<file path="src/hw/dsp_pkg.sv">
// Constants and carriers for the DRAM self-refresh / power-down state logic.
// Assumes a single 20 MHz device clock and an active-high async reset.
package dsp_pkg;

  // Clock rate and derived timing
  localparam int CLK_MHZ        = 20;
  localparam int TCKE_NS        = 5000;   // Clock-enable minimum pulse
  localparam int TCKE_CYC       = (TCKE_NS * CLK_MHZ + 999) / 1000;
  localparam int TCPDED_CYC     = 1;      // CKE-to-receiver gating delay
  localparam int TXS_CYC        = 4;      // Self-refresh exit delay
  localparam int TXSDLL_CYC     = 512;    // DLL exit delay, also write hold
  localparam int TXP_CYC        = 3;      // Power-down exit latency
  localparam int TXPDLL_CYC     = 10;     // Power-down DLL exit latency
  localparam int TREFI_NS       = 7800;   // Average refresh interval
  localparam int TREFI_CYC      = (TREFI_NS * CLK_MHZ) / 1000;
  localparam int PD_LIMIT_MULT  = 9;      // Refresh intervals per power-down
  localparam int CNT_W          = 12;

  localparam logic [CNT_W-1:0] CNT_ZERO = 12'h000;
  localparam logic [CNT_W-1:0] CNT_ONE  = 12'h001;

  // Mode bit positions within the mode snapshot
  localparam int MR_DLL_OFF_BIT = 0;      // Mode bit A0: 1 disables the DLL
  localparam int MR_PPD_FAST    = 12;     // Mode bit A12: fast precharge PD

  // Command bus sampled at each rising edge
  typedef struct packed {
    logic cs_n;
    logic ras_n;
    logic cas_n;
    logic we_n;
  } dsp_cmd_t;

  // Status bundle presented to the rest of the device
  typedef struct packed {
    logic self_refresh;
    logic power_down;
    logic active_pd;
    logic fast_exit;
    logic dll_on;
    logic dll_reset;
    logic clk_gated;
    logic rcv_gated;
    logic exit_busy;
    logic dll_busy;
    logic pd_overrun;
  } dsp_stat_t;

  typedef enum logic [3:0] {
    ST_IDLE = 4'b0001,
    ST_SR   = 4'b0010,
    ST_PD   = 4'b0100,
    ST_EXIT = 4'b1000
  } dsp_state_t;

endpackage

</file>
<file path="src/hw/dsp_timer.sv">
// Down-counter used for the exit delays and the self-refresh timer.
// Assumes load and the count value come from logic on the same clock.
`timescale 1ns/1ps
module dsp_timer (
  input  wire logic                   clk,
  input  wire logic                   rst,
  input  wire logic                   load,
  input  wire logic [dsp_pkg::CNT_W-1:0] value,
  output logic                        done,
  output logic [dsp_pkg::CNT_W-1:0]   count
);

  // Reload wins over counting so a fresh interval is never shortened
  always_ff @(posedge clk or posedge rst) begin
    if (rst) begin
      count <= dsp_pkg::CNT_ZERO;
    end else if (load) begin
      count <= value;
    end else if (count != dsp_pkg::CNT_ZERO) begin
      count <= count - dsp_pkg::CNT_ONE;
    end
  end

  assign done = (count == dsp_pkg::CNT_ZERO);

endmodule

</file>
<file path="src/hw/dsp_core.sv">
// Self-refresh and power-down state logic of a DDR3 device.
// Assumes CKE, command pins and reset_n arrive as pins; they pass two flops.
// The controller is trusted to keep its own timing obligations.
// Overview of operation
// - Decode self-refresh entry command from sampled pins
// - DLL off on entry, on with reset on exit
// - Ignore inputs except CKE, reset; gate clock
// - Internal refresh within CKE pulse, then periodic
// - Enter power-down on CKE low with NOP
// - Precharge or active power-down by open banks
// - Gate buffers, receivers after CKE-to-PD delay
// - Precharge PD with A12 zero: DLL off, slow
// - Active PD or A12 one: DLL on, fast
// - Reset pin low leaves power-down to reset
`timescale 1ns/1ps
module dsp_core (
  input  wire logic              clk,
  input  wire logic              rst,
  input  wire logic              cke,
  input  wire logic              reset_n,
  input  wire dsp_pkg::dsp_cmd_t cmd,
  input  wire logic              banks_open,
  input  wire logic [15:0]       mode_bits,
  output dsp_pkg::dsp_stat_t     stat,
  output logic                   refresh_req,
  output logic                   write_block
);

  // Two-flop synchronisers for pin inputs
  logic [1:0]        cke_s;
  logic [1:0]        rstn_s;
  dsp_pkg::dsp_cmd_t cmd_s0;
  dsp_pkg::dsp_cmd_t cmd_s;
  logic              cke_prev;

  always_ff @(posedge clk or posedge rst) begin
    if (rst) begin
      cke_s    <= 2'h0;
      rstn_s   <= 2'h0;
      cmd_s0   <= '1;
      cmd_s    <= '1;
      cke_prev <= 1'b0;
    end else begin
      cke_s    <= {cke_s[0], cke};
      rstn_s   <= {rstn_s[0], reset_n};
      cmd_s0   <= cmd;
      cmd_s    <= cmd_s0;
      cke_prev <= cke_s[1];
    end
  end

  // Command decode; shared by entry and refresh checks
  function automatic logic is_nop(input dsp_pkg::dsp_cmd_t c);
    is_nop = c.cs_n || (c.ras_n && c.cas_n && c.we_n);
  endfunction
  function automatic logic is_ref(input dsp_pkg::dsp_cmd_t c);
    is_ref = !c.cs_n && !c.ras_n && !c.cas_n && c.we_n;
  endfunction

  logic cke_now;
  logic cke_fall;
  logic cke_rise;
  logic sre_hit;
  logic pde_hit;
  logic ref_hit;
  logic pin_reset;
  assign cke_now   = cke_s[1];
  assign cke_fall  = cke_prev && !cke_now;
  assign cke_rise  = !cke_prev && cke_now;
  assign pin_reset = !rstn_s[1];
  // CKE low with refresh pattern is self-refresh entry
  assign sre_hit   = cke_fall && is_ref(cmd_s);
  assign pde_hit   = cke_fall && is_nop(cmd_s);
  assign ref_hit   = cke_now && cke_prev && is_ref(cmd_s);

  dsp_pkg::dsp_state_t state;
  dsp_pkg::dsp_state_t next_state;
  logic                exit_from_sr;
  logic                need_extra_ref;
  // Timers: exit delay, DLL delay, self-refresh refresh interval
  logic                      t_ex_load;
  logic                      t_ex_done;
  logic [dsp_pkg::CNT_W-1:0] t_ex_val;
  logic                      t_dl_load;
  logic                      t_dl_done;
  logic [dsp_pkg::CNT_W-1:0] t_dl_val;
  logic                      t_rf_load;
  logic                      t_rf_done;
  logic [dsp_pkg::CNT_W-1:0] t_rf_val;
  dsp_timer u_exit (
    .clk   (clk),
    .rst   (rst),
    .load  (t_ex_load),
    .value (t_ex_val),
    .done  (t_ex_done),
    .count ()
  );
  dsp_timer u_dll (
    .clk   (clk),
    .rst   (rst),
    .load  (t_dl_load),
    .value (t_dl_val),
    .done  (t_dl_done),
    .count ()
  );
  dsp_timer u_ref (
    .clk   (clk),
    .rst   (rst),
    .load  (t_rf_load),
    .value (t_rf_val),
    .done  (t_rf_done),
    .count ()
  );
  // Next state; pin reset dominates everything
  always_comb begin
    next_state = state;
    unique case (state)
      dsp_pkg::ST_IDLE: begin
        if (sre_hit && !need_extra_ref) begin
          next_state = dsp_pkg::ST_SR;
        end else if (pde_hit) begin
          next_state = dsp_pkg::ST_PD;
        end
      end
      // Only CKE and the reset pin are watched while asleep; command pins are ignored
      dsp_pkg::ST_SR, dsp_pkg::ST_PD: begin
        if (cke_rise) begin
          next_state = dsp_pkg::ST_EXIT;
        end
      end
      dsp_pkg::ST_EXIT: begin
        if (t_ex_done && t_dl_done) begin
          next_state = dsp_pkg::ST_IDLE;
        end else if (sre_hit && t_ex_done && !need_extra_ref) begin
          next_state = dsp_pkg::ST_SR;
        end
      end
      default: next_state = dsp_pkg::ST_IDLE;
    endcase
    if (pin_reset) begin
      next_state = dsp_pkg::ST_IDLE;
    end
  end

  always_ff @(posedge clk or posedge rst) begin
    if (rst) begin
      state <= dsp_pkg::ST_IDLE;
    end else begin
      state <= next_state;
    end
  end

  logic enter_sr;
  logic enter_pd;
  logic leave_sleep;
  logic slow_pd;

  assign enter_sr    = (state != dsp_pkg::ST_SR)
                       && (next_state == dsp_pkg::ST_SR);
  assign enter_pd    = (state == dsp_pkg::ST_IDLE)
                       && (next_state == dsp_pkg::ST_PD);
  assign leave_sleep = (next_state == dsp_pkg::ST_EXIT)
                       && (state != dsp_pkg::ST_EXIT);
  // Slow exit only for precharge power-down with A12 clear
  assign slow_pd     = !banks_open
                       && !mode_bits[dsp_pkg::MR_PPD_FAST];

  // Timer loads: exit delays chosen by what is being left
  always_comb begin
    t_ex_load = leave_sleep;
    t_ex_val  = stat.self_refresh ? dsp_pkg::CNT_W'(dsp_pkg::TXS_CYC)
                                  : dsp_pkg::CNT_W'(dsp_pkg::TXP_CYC);
    t_dl_load = leave_sleep;
    if (stat.self_refresh) begin
      t_dl_val = dsp_pkg::CNT_W'(dsp_pkg::TXSDLL_CYC);
    end else if (!stat.fast_exit) begin
      t_dl_val = dsp_pkg::CNT_W'(dsp_pkg::TXPDLL_CYC);
    end else begin
      t_dl_val = dsp_pkg::CNT_W'(dsp_pkg::TXP_CYC);
    end
    // First refresh within the CKE pulse, then every refresh interval
    t_rf_load = enter_sr || enter_pd
                || ((state == dsp_pkg::ST_SR) && t_rf_done);
    t_rf_val  = (enter_sr || enter_pd)
                ? dsp_pkg::CNT_W'(dsp_pkg::TCKE_CYC)
                : dsp_pkg::CNT_W'(dsp_pkg::TREFI_CYC);
  end

  // Internal refresh pulse while in self-refresh, no external clock needed
  always_ff @(posedge clk or posedge rst) begin
    if (rst) begin
      refresh_req <= 1'b0;
    end else begin
      refresh_req <= (state == dsp_pkg::ST_SR) && t_rf_done;
    end
  end

  // Raised CKE may cut an internal refresh; owe one until REF, even over PD
  always_ff @(posedge clk or posedge rst) begin
    if (rst) begin
      need_extra_ref <= 1'b0;
      exit_from_sr   <= 1'b0;
    end else if (pin_reset) begin
      need_extra_ref <= 1'b0;
      exit_from_sr   <= 1'b0;
    end else if (leave_sleep) begin
      need_extra_ref <= need_extra_ref || stat.self_refresh;
      exit_from_sr   <= stat.self_refresh;
    end else if (ref_hit) begin
      need_extra_ref <= 1'b0;
    end
  end

  // Power-down length, counted in refresh intervals
  logic [3:0]                pd_intervals;
  logic [dsp_pkg::CNT_W-1:0] pd_cyc;

  always_ff @(posedge clk or posedge rst) begin
    if (rst) begin
      pd_cyc       <= dsp_pkg::CNT_ZERO;
      pd_intervals <= 4'h0;
    end else if (state != dsp_pkg::ST_PD) begin
      pd_cyc       <= dsp_pkg::CNT_ZERO;
      pd_intervals <= 4'h0;
    end else if (pd_cyc == dsp_pkg::CNT_W'(dsp_pkg::TREFI_CYC - 1)) begin
      pd_cyc       <= dsp_pkg::CNT_ZERO;
      if (pd_intervals != 4'(dsp_pkg::PD_LIMIT_MULT)) begin
        pd_intervals <= pd_intervals + 4'h1;
      end
    end else begin
      pd_cyc <= pd_cyc + dsp_pkg::CNT_ONE;
    end
  end

  // Receiver gating delay after power-down entry
  logic [1:0] cpded_cnt;

  always_ff @(posedge clk or posedge rst) begin
    if (rst) begin
      cpded_cnt <= 2'h0;
    end else if (enter_pd) begin
      cpded_cnt <= 2'(dsp_pkg::TCPDED_CYC);
    end else if (cpded_cnt != 2'h0) begin
      cpded_cnt <= cpded_cnt - 2'h1;
    end
  end

  // Status flags; all registered
  always_ff @(posedge clk or posedge rst) begin
    if (rst) begin
      stat        <= '0;
      stat.dll_on <= 1'b1;
      write_block <= 1'b0;
    end else begin
      stat.self_refresh <= (next_state == dsp_pkg::ST_SR);
      stat.power_down   <= (next_state == dsp_pkg::ST_PD);
      stat.clk_gated    <= (next_state == dsp_pkg::ST_SR);
      if (enter_pd) begin
        stat.active_pd <= banks_open;
        stat.fast_exit <= !slow_pd;
      end
      // DLL off for self-refresh with DLL enabled, or slow precharge PD
      if (enter_sr && !mode_bits[dsp_pkg::MR_DLL_OFF_BIT]) begin
        stat.dll_on <= 1'b0;
      end else if (enter_pd && slow_pd) begin
        stat.dll_on <= 1'b0;
      end else if (leave_sleep || pin_reset) begin
        stat.dll_on <= !mode_bits[dsp_pkg::MR_DLL_OFF_BIT];
      end
      stat.dll_reset <= leave_sleep && stat.self_refresh
                        && !mode_bits[dsp_pkg::MR_DLL_OFF_BIT];
      stat.rcv_gated <= (state == dsp_pkg::ST_PD)
                        && (cpded_cnt == 2'h0)
                        && (next_state == dsp_pkg::ST_PD);
      stat.exit_busy <= (next_state == dsp_pkg::ST_EXIT) && !t_ex_done;
      stat.dll_busy  <= (next_state == dsp_pkg::ST_EXIT) && !t_dl_done;
      stat.pd_overrun <= (state == dsp_pkg::ST_PD)
                         && (pd_intervals == 4'(dsp_pkg::PD_LIMIT_MULT));
      // Writes held back through the DLL delay after self-refresh exit
      write_block <= (next_state == dsp_pkg::ST_EXIT)
                     && (exit_from_sr || leave_sleep && stat.self_refresh)
                     && !t_dl_done;
    end
  end

endmodule

</file>
<file path="config.mk">
export PLATFORM = sky130hd
export DESIGN_NAME = dsp_core
export DESIGN_NICKNAME = d
export VERILOG_FILES = /design/src/hw/dsp_pkg.sv /design/src/hw/dsp_timer.sv /design/src/hw/dsp_core.sv
export SDC_FILE = /design/constraint.sdc
export NUM_CORES = 1
export LEC_CHECK = 0
export BUFFER_PORTS_ARGS = -buffer_cell sky130_fd_sc_hd__buf_2
export CAP_MARGIN = 20
export CORE_MARGIN = 3
export CORE_UTILIZATION = 30
export DETAILED_ROUTE_END_ITERATION = 12
export SYNTH_ARGS = -nofsm -noshare
export SYNTH_HDL_FRONTEND = slang
export SYNTH_SLANG_ARGS = --single-unit
export TNS_END_PERCENT = 20
</file>
<file path="constraint.sdc">
create_clock -name clk -period 3.95 [get_ports clk]
set_clock_uncertainty 0.1 [all_clocks]
set_input_delay 0.79 -clock clk [delete_from_list [all_inputs] [get_ports clk]]
set_output_delay 0.79 -clock clk [all_outputs]
set_load 0.005 [all_outputs]
</file>
# Yosys cells after proc, flatten, opt, wreduce, memory -nomap -nowiden
# Index checks and enable logic that the tools add are counted.
totals:
  out_inout_bits: 13
  ff_bits: 85
  inputBits: 25
classes:
  n_eq_ne: 15
  mux: 32
  reduce_logical: 67
  addsub: 6
ops:
  columns: ["operator", "n"]
  rows:
  - ["2-to-1 mux 12 bit", 8]
  - ["2-to-1 mux 4 bit", 10]
  - ["logical NOT 12 bit", 3]
  - ["nonzero test 12 bit", 3]
  - ["subtractor 12 x 1 -> 12 bit, second input constant", 3]
  - ["logical AND 1 bit", 31]
  - ["nonzero test 2 bit", 7]
  - ["logical NOT 1 bit", 13]
  - ["adder 12 x 1 -> 12 bit, second input constant", 1]
  - ["== test 12 x 8 -> 1 bit, second input constant", 1]
  - ["== test 4 bit, second input constant", 3]
  - ["case mux 4 bit (3 select lines)", 1]
  - ["2-to-1 mux 10 bit", 1]
  - ["== test 4 x 2 -> 1 bit, second input constant", 2]
  - ["== test 4 x 3 -> 1 bit, second input constant", 2]
  - ["2-to-1 mux 1 bit", 8]
  - ["2-to-1 mux 8 bit", 1]
  - ["!= test 4 bit, second input constant", 2]
  - ["logical OR 1 bit", 6]
  - ["adder 4 x 1 -> 4 bit, second input constant", 1]
  - ["== test 4 x 1 -> 1 bit, second input constant", 1]
  - ["2-to-1 mux 2 bit", 2]
  - ["!= test 4 x 2 -> 1 bit, second input constant", 1]
  - ["!= test 4 x 3 -> 1 bit, second input constant", 1]
  - ["8 further kinds", 8]

# Logic depth before layout (Yosys ltp)
# Gate-level depths: netlist (run 1).
logic_depth:
  ltp_word: 17
  mapped_depth: 8

# By module
# A second synthesis (run 1) with hierarchy kept.
hier_totals:
  cells_unflattened: 430
  area_unflattened_um2: 4398.0
modules_own_cells:
  columns: ["mod", "cells_per_inst", "area_each_um2", "n_inst", "seq_area_each_um2"]
  rows:
  - ["dsp_core", 208, 2243.4, 1, 1238.7]
  - ["dsp_timer", 74, 718.2, 3, 300.3]

# Worst setup path before layout (run 1)
# Ideal clock, no wire load.
synth_timing:
  path_kind: "register -> register"
  from: "register cmd_s[0] (netlist name)"
  to: "register write_block"
  t_required_ns: 3.708
  synth_period_minus_slack_ns: 2.216
  t_arrival_ns: 1.974
  slack_ns: 1.734
  stages_incl_launch_ff: 6
  path_buffers: 0
  setup_time_ns: 0.142
  path_cell_list: "dfstp_2 -> or4b_2 -> nor3_1 -> o21ai_1 -> a211oi_2 -> nor4_1"
synth_via:
  elab_chain_len: 14
synth_lines:
  columns: ["element", "line", "rtl"]
  rows:
  - ["from (decl)", "dsp_core.sv:33", "dsp_pkg::dsp_cmd_t cmd_s;"]
  - ["from (signal assigned)", "dsp_core.sv:47", "cmd_s <= cmd_s0;"]
  - ["logical AND 1 bit", "dsp_core.sv:57", "is_ref = !c.cs_n && !c.ras_n && !c.cas_n && c.we_n;"]
  - ["logical AND 1 bit", "dsp_core.sv:72", "assign sre_hit = cke_fall && is_ref(cmd_s);"]
  - ["logical AND 1 bit (2 in a row)", "dsp_core.sv:134", "end else if (sre_hit && t_ex_done && !need_extra_ref) begin"]
  - ["2-to-1 mux 4 bit", "dsp_core.sv:134", null]
  - ["2-to-1 mux 4 bit", "dsp_core.sv:132", "if (t_ex_done && t_dl_done) begin"]
  - ["case mux 4 bit (3 select lines) *", "dsp_core.sv:117", "unique case (state)"]
  - ["2-to-1 mux 4 bit *", "dsp_core.sv:140", "if (pin_reset) begin"]
  - ["== test 4 bit *", "dsp_core.sv:162, dsp_core.sv:280", null]
  - ["logical AND 1 bit", "dsp_core.sv:163", "&& (state != dsp_pkg::ST_EXIT);"]
  - ["logical AND 1 bit", "dsp_core.sv:281", "&& (exit_from_sr || leave_sleep && stat.self_refresh)"]
  - ["logical OR 1 bit", "dsp_core.sv:281", null]
  - ["logical AND 1 bit *", "dsp_core.sv:281", null]
  - ["logical AND 1 bit *", "dsp_core.sv:282", "&& !t_dl_done;"]
  - ["to (signal assigned)", "dsp_core.sv:280", "write_block <= (next_state == dsp_pkg::ST_EXIT)"]
  - ["to (decl)", "dsp_core.sv:26", "output logic write_block"]
# Mark *: on every way between the ends. The rest lies on a longest branch, timed or not.
# A chain may end at the register's enable or synchronous reset.

# Final worst setup path (run 1)
# Ends and elaborated chain as after synthesis.

==> results of run 1 <==
-- worst max-delay path by stage --
stage | from | end
finish | cmd_s[0] | write_block
global route | u_exit.count[0] | u_ref.count[1]
CTS | u_exit.count[0] | u_ref.count[1]
detailed placement | cmd_s[0] | write_block
global placement | cmd_s[0] | write_block
floorplan | rst | cke_prev
-- worst max-delay path, stage by stage, from the launching register on --
cell	delay, ns
dfstp_2	0.52
or4b_2	0.65
nor3_1	0.39
o21ai_1	0.19
a211oi_2	0.36
nor4_1	0.12
-- cell type report --
| cell class | instances | area, um2 |
|---|---|---|
| multi-input combinational | 288 | 1890 |
| tap | 176 | 220 |
| inverter | 17 | 65.1 |
| clock buffer | 12 | 256 |
| sequential | 85 | 2140 |
| clock inverter | 4 | 70.1 |
| timing repair buffer | 26 | 150 |
| fill | 1360 | 8610 |
-- metal layers --
layer | global-route usage [%] | part of all wire [%] | wire length, um | vias up
met2 | 18.1 | 45 | 3640 | 47
met3 | 3.09 | 3.9 | 316 | 8
li1 | - | - | - | 1474
met4 | 3.94 | 1.3 | 108 | 0
met1 | 15.8 | 49 | 3960 | 1432
met5 | 0 | 0 | 0 | -
-- stage by stage --
step	hold slack, ns	worst slack [ns]	util (%)	instances	power [mW]
after floorplan	0.231	0.883	-	402	1.81
final	0.248	1.49	35.7	608	2.86
after global routing	0.257	1.30	35.7	608	3.07
after CTS	0.249	1.47	35.7	608	2.91
after global placement	0.237	1.51	33.3	592	1.93
after detailed placement	0.236	1.50	33.3	592	1.96
-- cell usage after synthesis (2+ instances only) --
| library cell | instances |
|---|---|
| dfrtp_1 | 75 |
| o32ai_1 | 2 |
| clkbuf_1 | 7 |
| a31oi_1 | 3 |
| inv_1 | 17 |
| a21oi_1 | 16 |
| mux2_2 | 2 |
| and3_1 | 6 |
| nand4b_1 | 3 |
| xnor2_1 | 18 |
| o31ai_1 | 7 |
| o21ai_0 | 10 |
| nand4_1 | 3 |
| or4_1 | 6 |
| mux2i_1 | 3 |
| or3_1 | 8 |
| o21bai_1 | 2 |
| a21boi_0 | 2 |
| nand3_1 | 12 |
| nor4_1 | 6 |
| or4b_1 | 4 |
| nand3b_1 | 2 |
| nor4b_1 | 4 |
| nor3b_1 | 2 |
| ha_1 | 9 |
| a21o_1 | 3 |
| nand2_1 | 26 |
| nor3_2 | 3 |
| nor2_1 | 52 |
| nor2b_1 | 5 |
| nor3_1 | 25 |
| dfstp_2 | 10 |
| buf_2 | 3 |
| and2_1 | 5 |
| xor2_1 | 15 |
-- power by group through the flow --
stage | Sequential [mW] | Clock [mW] | Combinational [mW]
floorplan | 1.23 | 0 | 0.574
global placement | 1.28 | 0 | 0.656
detailed placement | 1.29 | 0 | 0.677
CTS | 1.27 | 0.949 | 0.687
global route | 1.31 | 0.974 | 0.787
finish | 1.27 | 0.915 | 0.675
-- state kept, by name, summed over array words and instances, names as in the netlist --
| signal | flops |
|---|---|
| pd_cyc | 12 |
| u_dll.count | 12 |
| u_exit.count | 12 |
| u_ref.count | 12 |
| stat | 10 |
| cmd_s0 | 4 |
| cmd_s | 4 |
| pd_intervals | 4 |
| state | 4 |
| cke_s | 2 |
| cpded_cnt | 2 |
| rstn_s | 2 |
| cke_prev | 1 |
| exit_from_sr | 1 |
| need_extra_ref | 1 |
| refresh_req | 1 |
| write_block | 1 |
-- cell families (layout without fill, tap and decap cells) --
group | Yosys count | after routing | share of synthesized area [%]
buf+inv | 29 | 59 | 2.99
fa+ha+maj | 9 | 9 | 2.71
simple gates | 181 | 181 | 24.0
mux | 5 | 5 | 1.27
flops | 85 | 85 | 51.6
xor+xnor | 33 | 33 | 6.97
compound gates | 60 | 60 | 10.5
==> key figures, run 1 <==
CTS
  • Post-CTS sizing: 0
  • CTS tree: built
  • Hold Buf Count CTS: 0
  • Skew-Pair Late Insertion Delay: 0.33 ns
  • CTS Buf Count: 9
  • CTS Root Cell: clkbuf_16
  • Clk sinks: 85
  • Clock Path Buffers: 2
  • # Post-CTS Setup Buffers: 0
  • Htree depth: 3
  • Clk slew on worst S/H paths: 0.06 ns

Global routing
  • GRT Util Overall: 11.7%
  • Pin count of the biggest net entering global routing: 48
  • Antenna violations before repair: 0
  • First-pass GRT wire length: 14100 um
  • Vias in the first global route: 2940
  • Grt ovf: 0

Route
  • Vias/cell: 4.87
  • Routed wire per std cell: 13.2 um
  • Drt first-iter violations: 202
  • Total Wirelength: 8020 um
  • Via count: 2961
  • DR pass1 iterations: 4
  • # DRC: 0
  • ANT nets after route: 0

Floorplan
  • Die width: 124 um
  • I/O Pins: 38
  • # rows: 42
  • Die Height: 124 um
  • Die area: 0.0153 mm2
  • Starting Density: 31.0%
  • Core Area: 0.0134 mm2

Min path
  • Hold path endpoint: rstn_s[1]
  • Hold/Removal Path Class: flip-flop to flip-flop
  • Min-delay src: rstn_s[0]
  • Hold depth: 0

Power
  • Worst VDD drop: 0.322 mV
  • Sequential power share: 44.5%
  • Net Sw Frac: 30.9%
  • Static Leak: 2.01 nW
  • Clock power frac: 32.0%
  • Switching power: 885 uW
  • P_int: 1.98 mW
  • Comb power frac: 23.6%
  • Cell Pwr Density: 598 mW/mm2

Job
  • Max-cap violations: 0

Setup path
  • Data required time at the worst endpoint: 4.05 ns
  • CP Max Fanout: 4
  • Cells on worst reg2reg path: 5
  • Startpoint types: flip-flop
  • FF-to-FF Start: cmd_s[0]
  • RR Endpoint: write_block
  • R2R Setup Slk: 1.49 ns
  • WP data arrival: 2.56 ns
  • Setup CP Type: flip-flop to flip-flop
  • Critical Path Sink Type: flip-flop

Synth
  • Post-synth EDFFs: 0
  • Synth Cell Area: 0.00415 mm2
  • Register area share after synthesis: 51.6%
  • Post-synth top area share: 45.2%
  • Synth Register Bits: 85
  • Yosys cell types: 61
  • Synth warn: 0
  • Syn_nets: 436
  • Top FF cell, synth: dfrtp_1
  • Yosys top cell by area: dfrtp_1
  • Area contributors post-synth: dfrtp_1 45%, dfstp_2 6.3%, nor2_1 4.7%, xnor2_1 3.8%, xor2_1 3.2%
  • Syn avg cell area: 10.3 um2
  • Post-Synthesis Cells: 402
  • Post-synthesis async set-or-reset flop share: 100%

Cells and area
  • Share of layout cells above drive strength 1: 16.7%
  • Most frequent cells in the layout: 75 x dfrtp_1, 52 x nor2_1, 26 x nand2_1
  • Ant diodes: 0
  • Commonest non-fill, non-tap cell in the layout: dfrtp_1
  • Final Instance Area: 0.00479 mm2
  • Area delta synth->final: 15.4%
  • Fin nets: 461

STA
  • Min Tclk post-route: 2.46 ns
  • Final setup violating endpoints: 0
  • Worst-Margin Slew: 0.830 ns
  • Hold Vio Cnt, Final: 0
  • Fmax achieved: 407 MHz
  • RSZ-0062 raised after global routing: no
  • Rel. slew slack: 44.6%
  • Final worst-path cycle share: 62.2%
  • Max Slew Vio Count: 0
  • Setup TNS: 0 ns

Run status
  • Status: finished, final reports clean

Placed design
  • I/O Buffers: 23
  • Total placed instance area: 0.00446 mm2
  • DP HPWL: 5500 um
  • Routability congestion estimate: 0.802
(Power assumes the default switching activity.)
==> run 2, diff against run 1 <==
==> constraint.sdc (replaced) <==
create_clock -name clk -period 2.3 [get_ports clk]
set_clock_uncertainty 0.1 [all_clocks]
set_input_delay 0.46 -clock clk [delete_from_list [all_inputs] [get_ports clk]]
set_output_delay 0.46 -clock clk [all_outputs]
set_load 0.005 [all_outputs]
==> run 2 against run 1 <==
The run now ends with negative setup slack left. Final cell count up 6.4%. Sequential power rose by 67%. First-iteration DRC count fell by 13%. Total power increased by 89%. Combinational power rose by 140%. Final area increased by 9.7%. Hold slack got worse by 0.17 ns. Count of clock-buffer cells in the layout decreased by 2. Clock power up 83%. Setup slack lost 1.5 ns. Non-clock buffer count increased by 38. Highest routed layer unchanged.
==> key figures, run 2 (synthesis gave the netlist of run 1 again) <==
STA
  • Hold Vio Cnt, Final: 0 (unchanged)
  • RSZ-0062 raised after global routing: yes
  • Final worst-path cycle share: 100% (+38 points)
  • Rel. slew slack: 55.8% (+11 points)
  • Worst-Margin Slew: 0.661 ns (-0.169 ns)
  • Setup ws final: -0.00524 ns (-1.50 ns)
  • Final setup violating endpoints: 2 (+2)
  • Setup TNS: -0.00820 ns (-0.00820 ns)
  • Fmax achieved: 434 MHz (+6.6%)
  • Min Tclk post-route: 2.31 ns (-0.153 ns)
  • Max Slew Vio Count: 0 (unchanged)

CTS
  • Htree depth: 3 (unchanged)
  • CTS Root Cell: clkbuf_16
  • Skew-Pair Late Insertion Delay: 0.34 ns (about the same)
  • Clk sinks: 85 (unchanged)
  • Clock Path Buffers: 2 (unchanged)
  • Clk slew on worst S/H paths: 0.06 ns (about the same)
  • Hold Buf Count CTS: 0 (unchanged)
  • CTS tree: built
  • CTS Buf Count: 9 (unchanged)

Global routing
  • GRT Util Overall: 12.4% (+0.70 points)
  • GRT met2 Usage: 19.2% (+1.1 points)
  • Met3 usage: 2.41% (-0.68 points)
  • Antenna violations before repair: 0 (unchanged)
  • First-pass GRT wire length: 14900 um (+5.7%)
  • Grt ovf: 0 (unchanged)
  • Vias in the first global route: 3149 (+7.1%)
  • Met1 usage: 16.9% (+1.0 points)
  • Pin count of the biggest net entering global routing: 35 (-27%)
  • Layer with the highest usage: met2

Floorplan
  • Die Height: 124 um (unchanged)
  • Core Area: 0.0134 mm2 (unchanged)
  • I/O Pins: 38 (unchanged)
  • Die area: 0.0153 mm2 (unchanged)
  • Starting Density: 31.0% (unchanged)
  • # rows: 42 (unchanged)
  • Die width: 124 um (unchanged)

Cells and area
  • Fin nets: 500 (+8.5%)
  • Share of layout cells above drive strength 1: 26.8% (+10 points)
  • Commonest non-fill, non-tap cell in the layout: dfrtp_1
  • Area delta synth->final: 26.6%
  • Most frequent cells in the layout: 75 x dfrtp_1, 51 x nor2_1, 39 x buf_4
  • Final cell count without fillers: 647 (+6.4%)
  • Ant diodes: 0 (unchanged)

Setup path
  • Critical Path Sink Type: flip-flop
  • CP Max Fanout: 6 (+2)
  • Startpoint types: flip-flop
  • Cells on worst reg2reg path: 7 (+2)
  • WP data arrival: 2.45 ns (-0.11 ns)
  • Data required time at the worst endpoint: 2.45 ns (-1.60 ns)
  • Setup CP Type: flip-flop to flip-flop

Route
  • ANT nets after route: 0 (unchanged)
  • Total Wirelength: 8840 um (+10%)
  • DR pass1 iterations: 7 (+3)
  • Routed wire per std cell: 13.7 um (+3.5%)
  • Drt first-iter violations: 175 (-13%)
  • Vias/cell: 4.83 (-0.85%)
  • # DRC: 0 (unchanged)
  • Via count: 3124 (+5.5%)

Power
  • Worst VDD drop: 0.403 mV (+25%)
  • Static Leak: 2.24 nW (+12%)
  • Cell Pwr Density: 1030 mW/mm2 (+72%)

Run status
  • Failing checks: negative setup slack
  • Status: complete, but fails checks

Min path
  • Hold/Removal Path Class: primary input to asynchronous set/reset pin

Placed design
  • Placement Setup Slack: -0.0691 ns (-1.57 ns)
  • Placed Cells: 628 (+6.1%)
  • I/O Buffers: 23 (unchanged)
  • Routability congestion estimate: 0.826 (+2.9%)
  • DP HPWL: 6020 um (+9.4%)

Job
  • Max-cap violations: 0 (unchanged)
run 2: cell count changes in the layout (fill, tap and decap cells not counted), sizes merged:
cell / previous run / this run
buf: 26 / 64
bufinv: 2 / 3
clkinv: 3 / 1
clkbuf: 12 / 10
o211ai: 2 / 3
clkinvlp: 0 / 3
run 2: final timing paths:
kind | from | endpoint | slack (ns)
max | u_dll.count[0] | u_ref.count[1] | -0.005
min | rst | stat[5] | 0.08
max reg2reg | u_dll.count[0] | u_ref.count[1] | -0.005
min reg2reg | rstn_s[0] | rstn_s[1] | 0.25
max in group asynchronous | rst | state[0] | 1.43
min in group clk | cmd[0] | cmd_s0[0] | 0.12
run 2: worst max-delay path: stages, from the launching register on:
cell and delay (ns):
dfrtp_1 0.40, inv_2 0.09, ha_4 0.12, or4b_4 0.47, or3_4 0.41, nand4_4 0.18
nand4_1 0.18, o32ai_2 0.27
run 2: area by class of cell:
class	instances	area, um2
clock inverters	6	110
well taps	176	220
clock buffers	10	239
multi-input cells	289	2030
fillers	1296	8150
repair buffers	64	448
flip-flops and latches	85	2140
inverters	17	67.6
run 2: timing repair:
action | 4_1_cts | 5_1_grt
endpoints found under the setup margin | 9 | 28
gates resized for setup | 6 | 17
setup buffers | 0 | 2
pin swaps | 3 | 13
gates cloned | 1 | 0
run 2: metrics by stage:
step           hold WS (ns)  utilization, %  power, mW  cell area (um2)
2_1_floorplan         0.231               -       3.10             4150
3_3_place_gp          0.237            35.4       3.54             4750
3_5_place_dp          0.241            35.4       3.59             4750
4_1_cts              0.0873            38.4       5.31             5150
5_1_grt               0.100            39.2       5.78             5250
6_report             0.0770            39.2       5.40             5250
run 2: per-layer routing:
| layer | share of wire (%) | vias up |
|---|---|---|
| met3 | 2.5 | 14 |
| met2 | 47 | 39 |
| met4 | 1.8 | 0 |
| met5 | 0 | - |
| met1 | 49 | 1515 |
| li1 | - | 1556 |
run 2: power by group:
group / total, mW / switching [mW] / internal (mW)
clock network: 1.67 / 0.583 / 1.09
registers: 2.12 / 0.273 / 1.85
logic: 1.61 / 0.808 / 0.802
total: 5.40 / 1.66 / 3.74
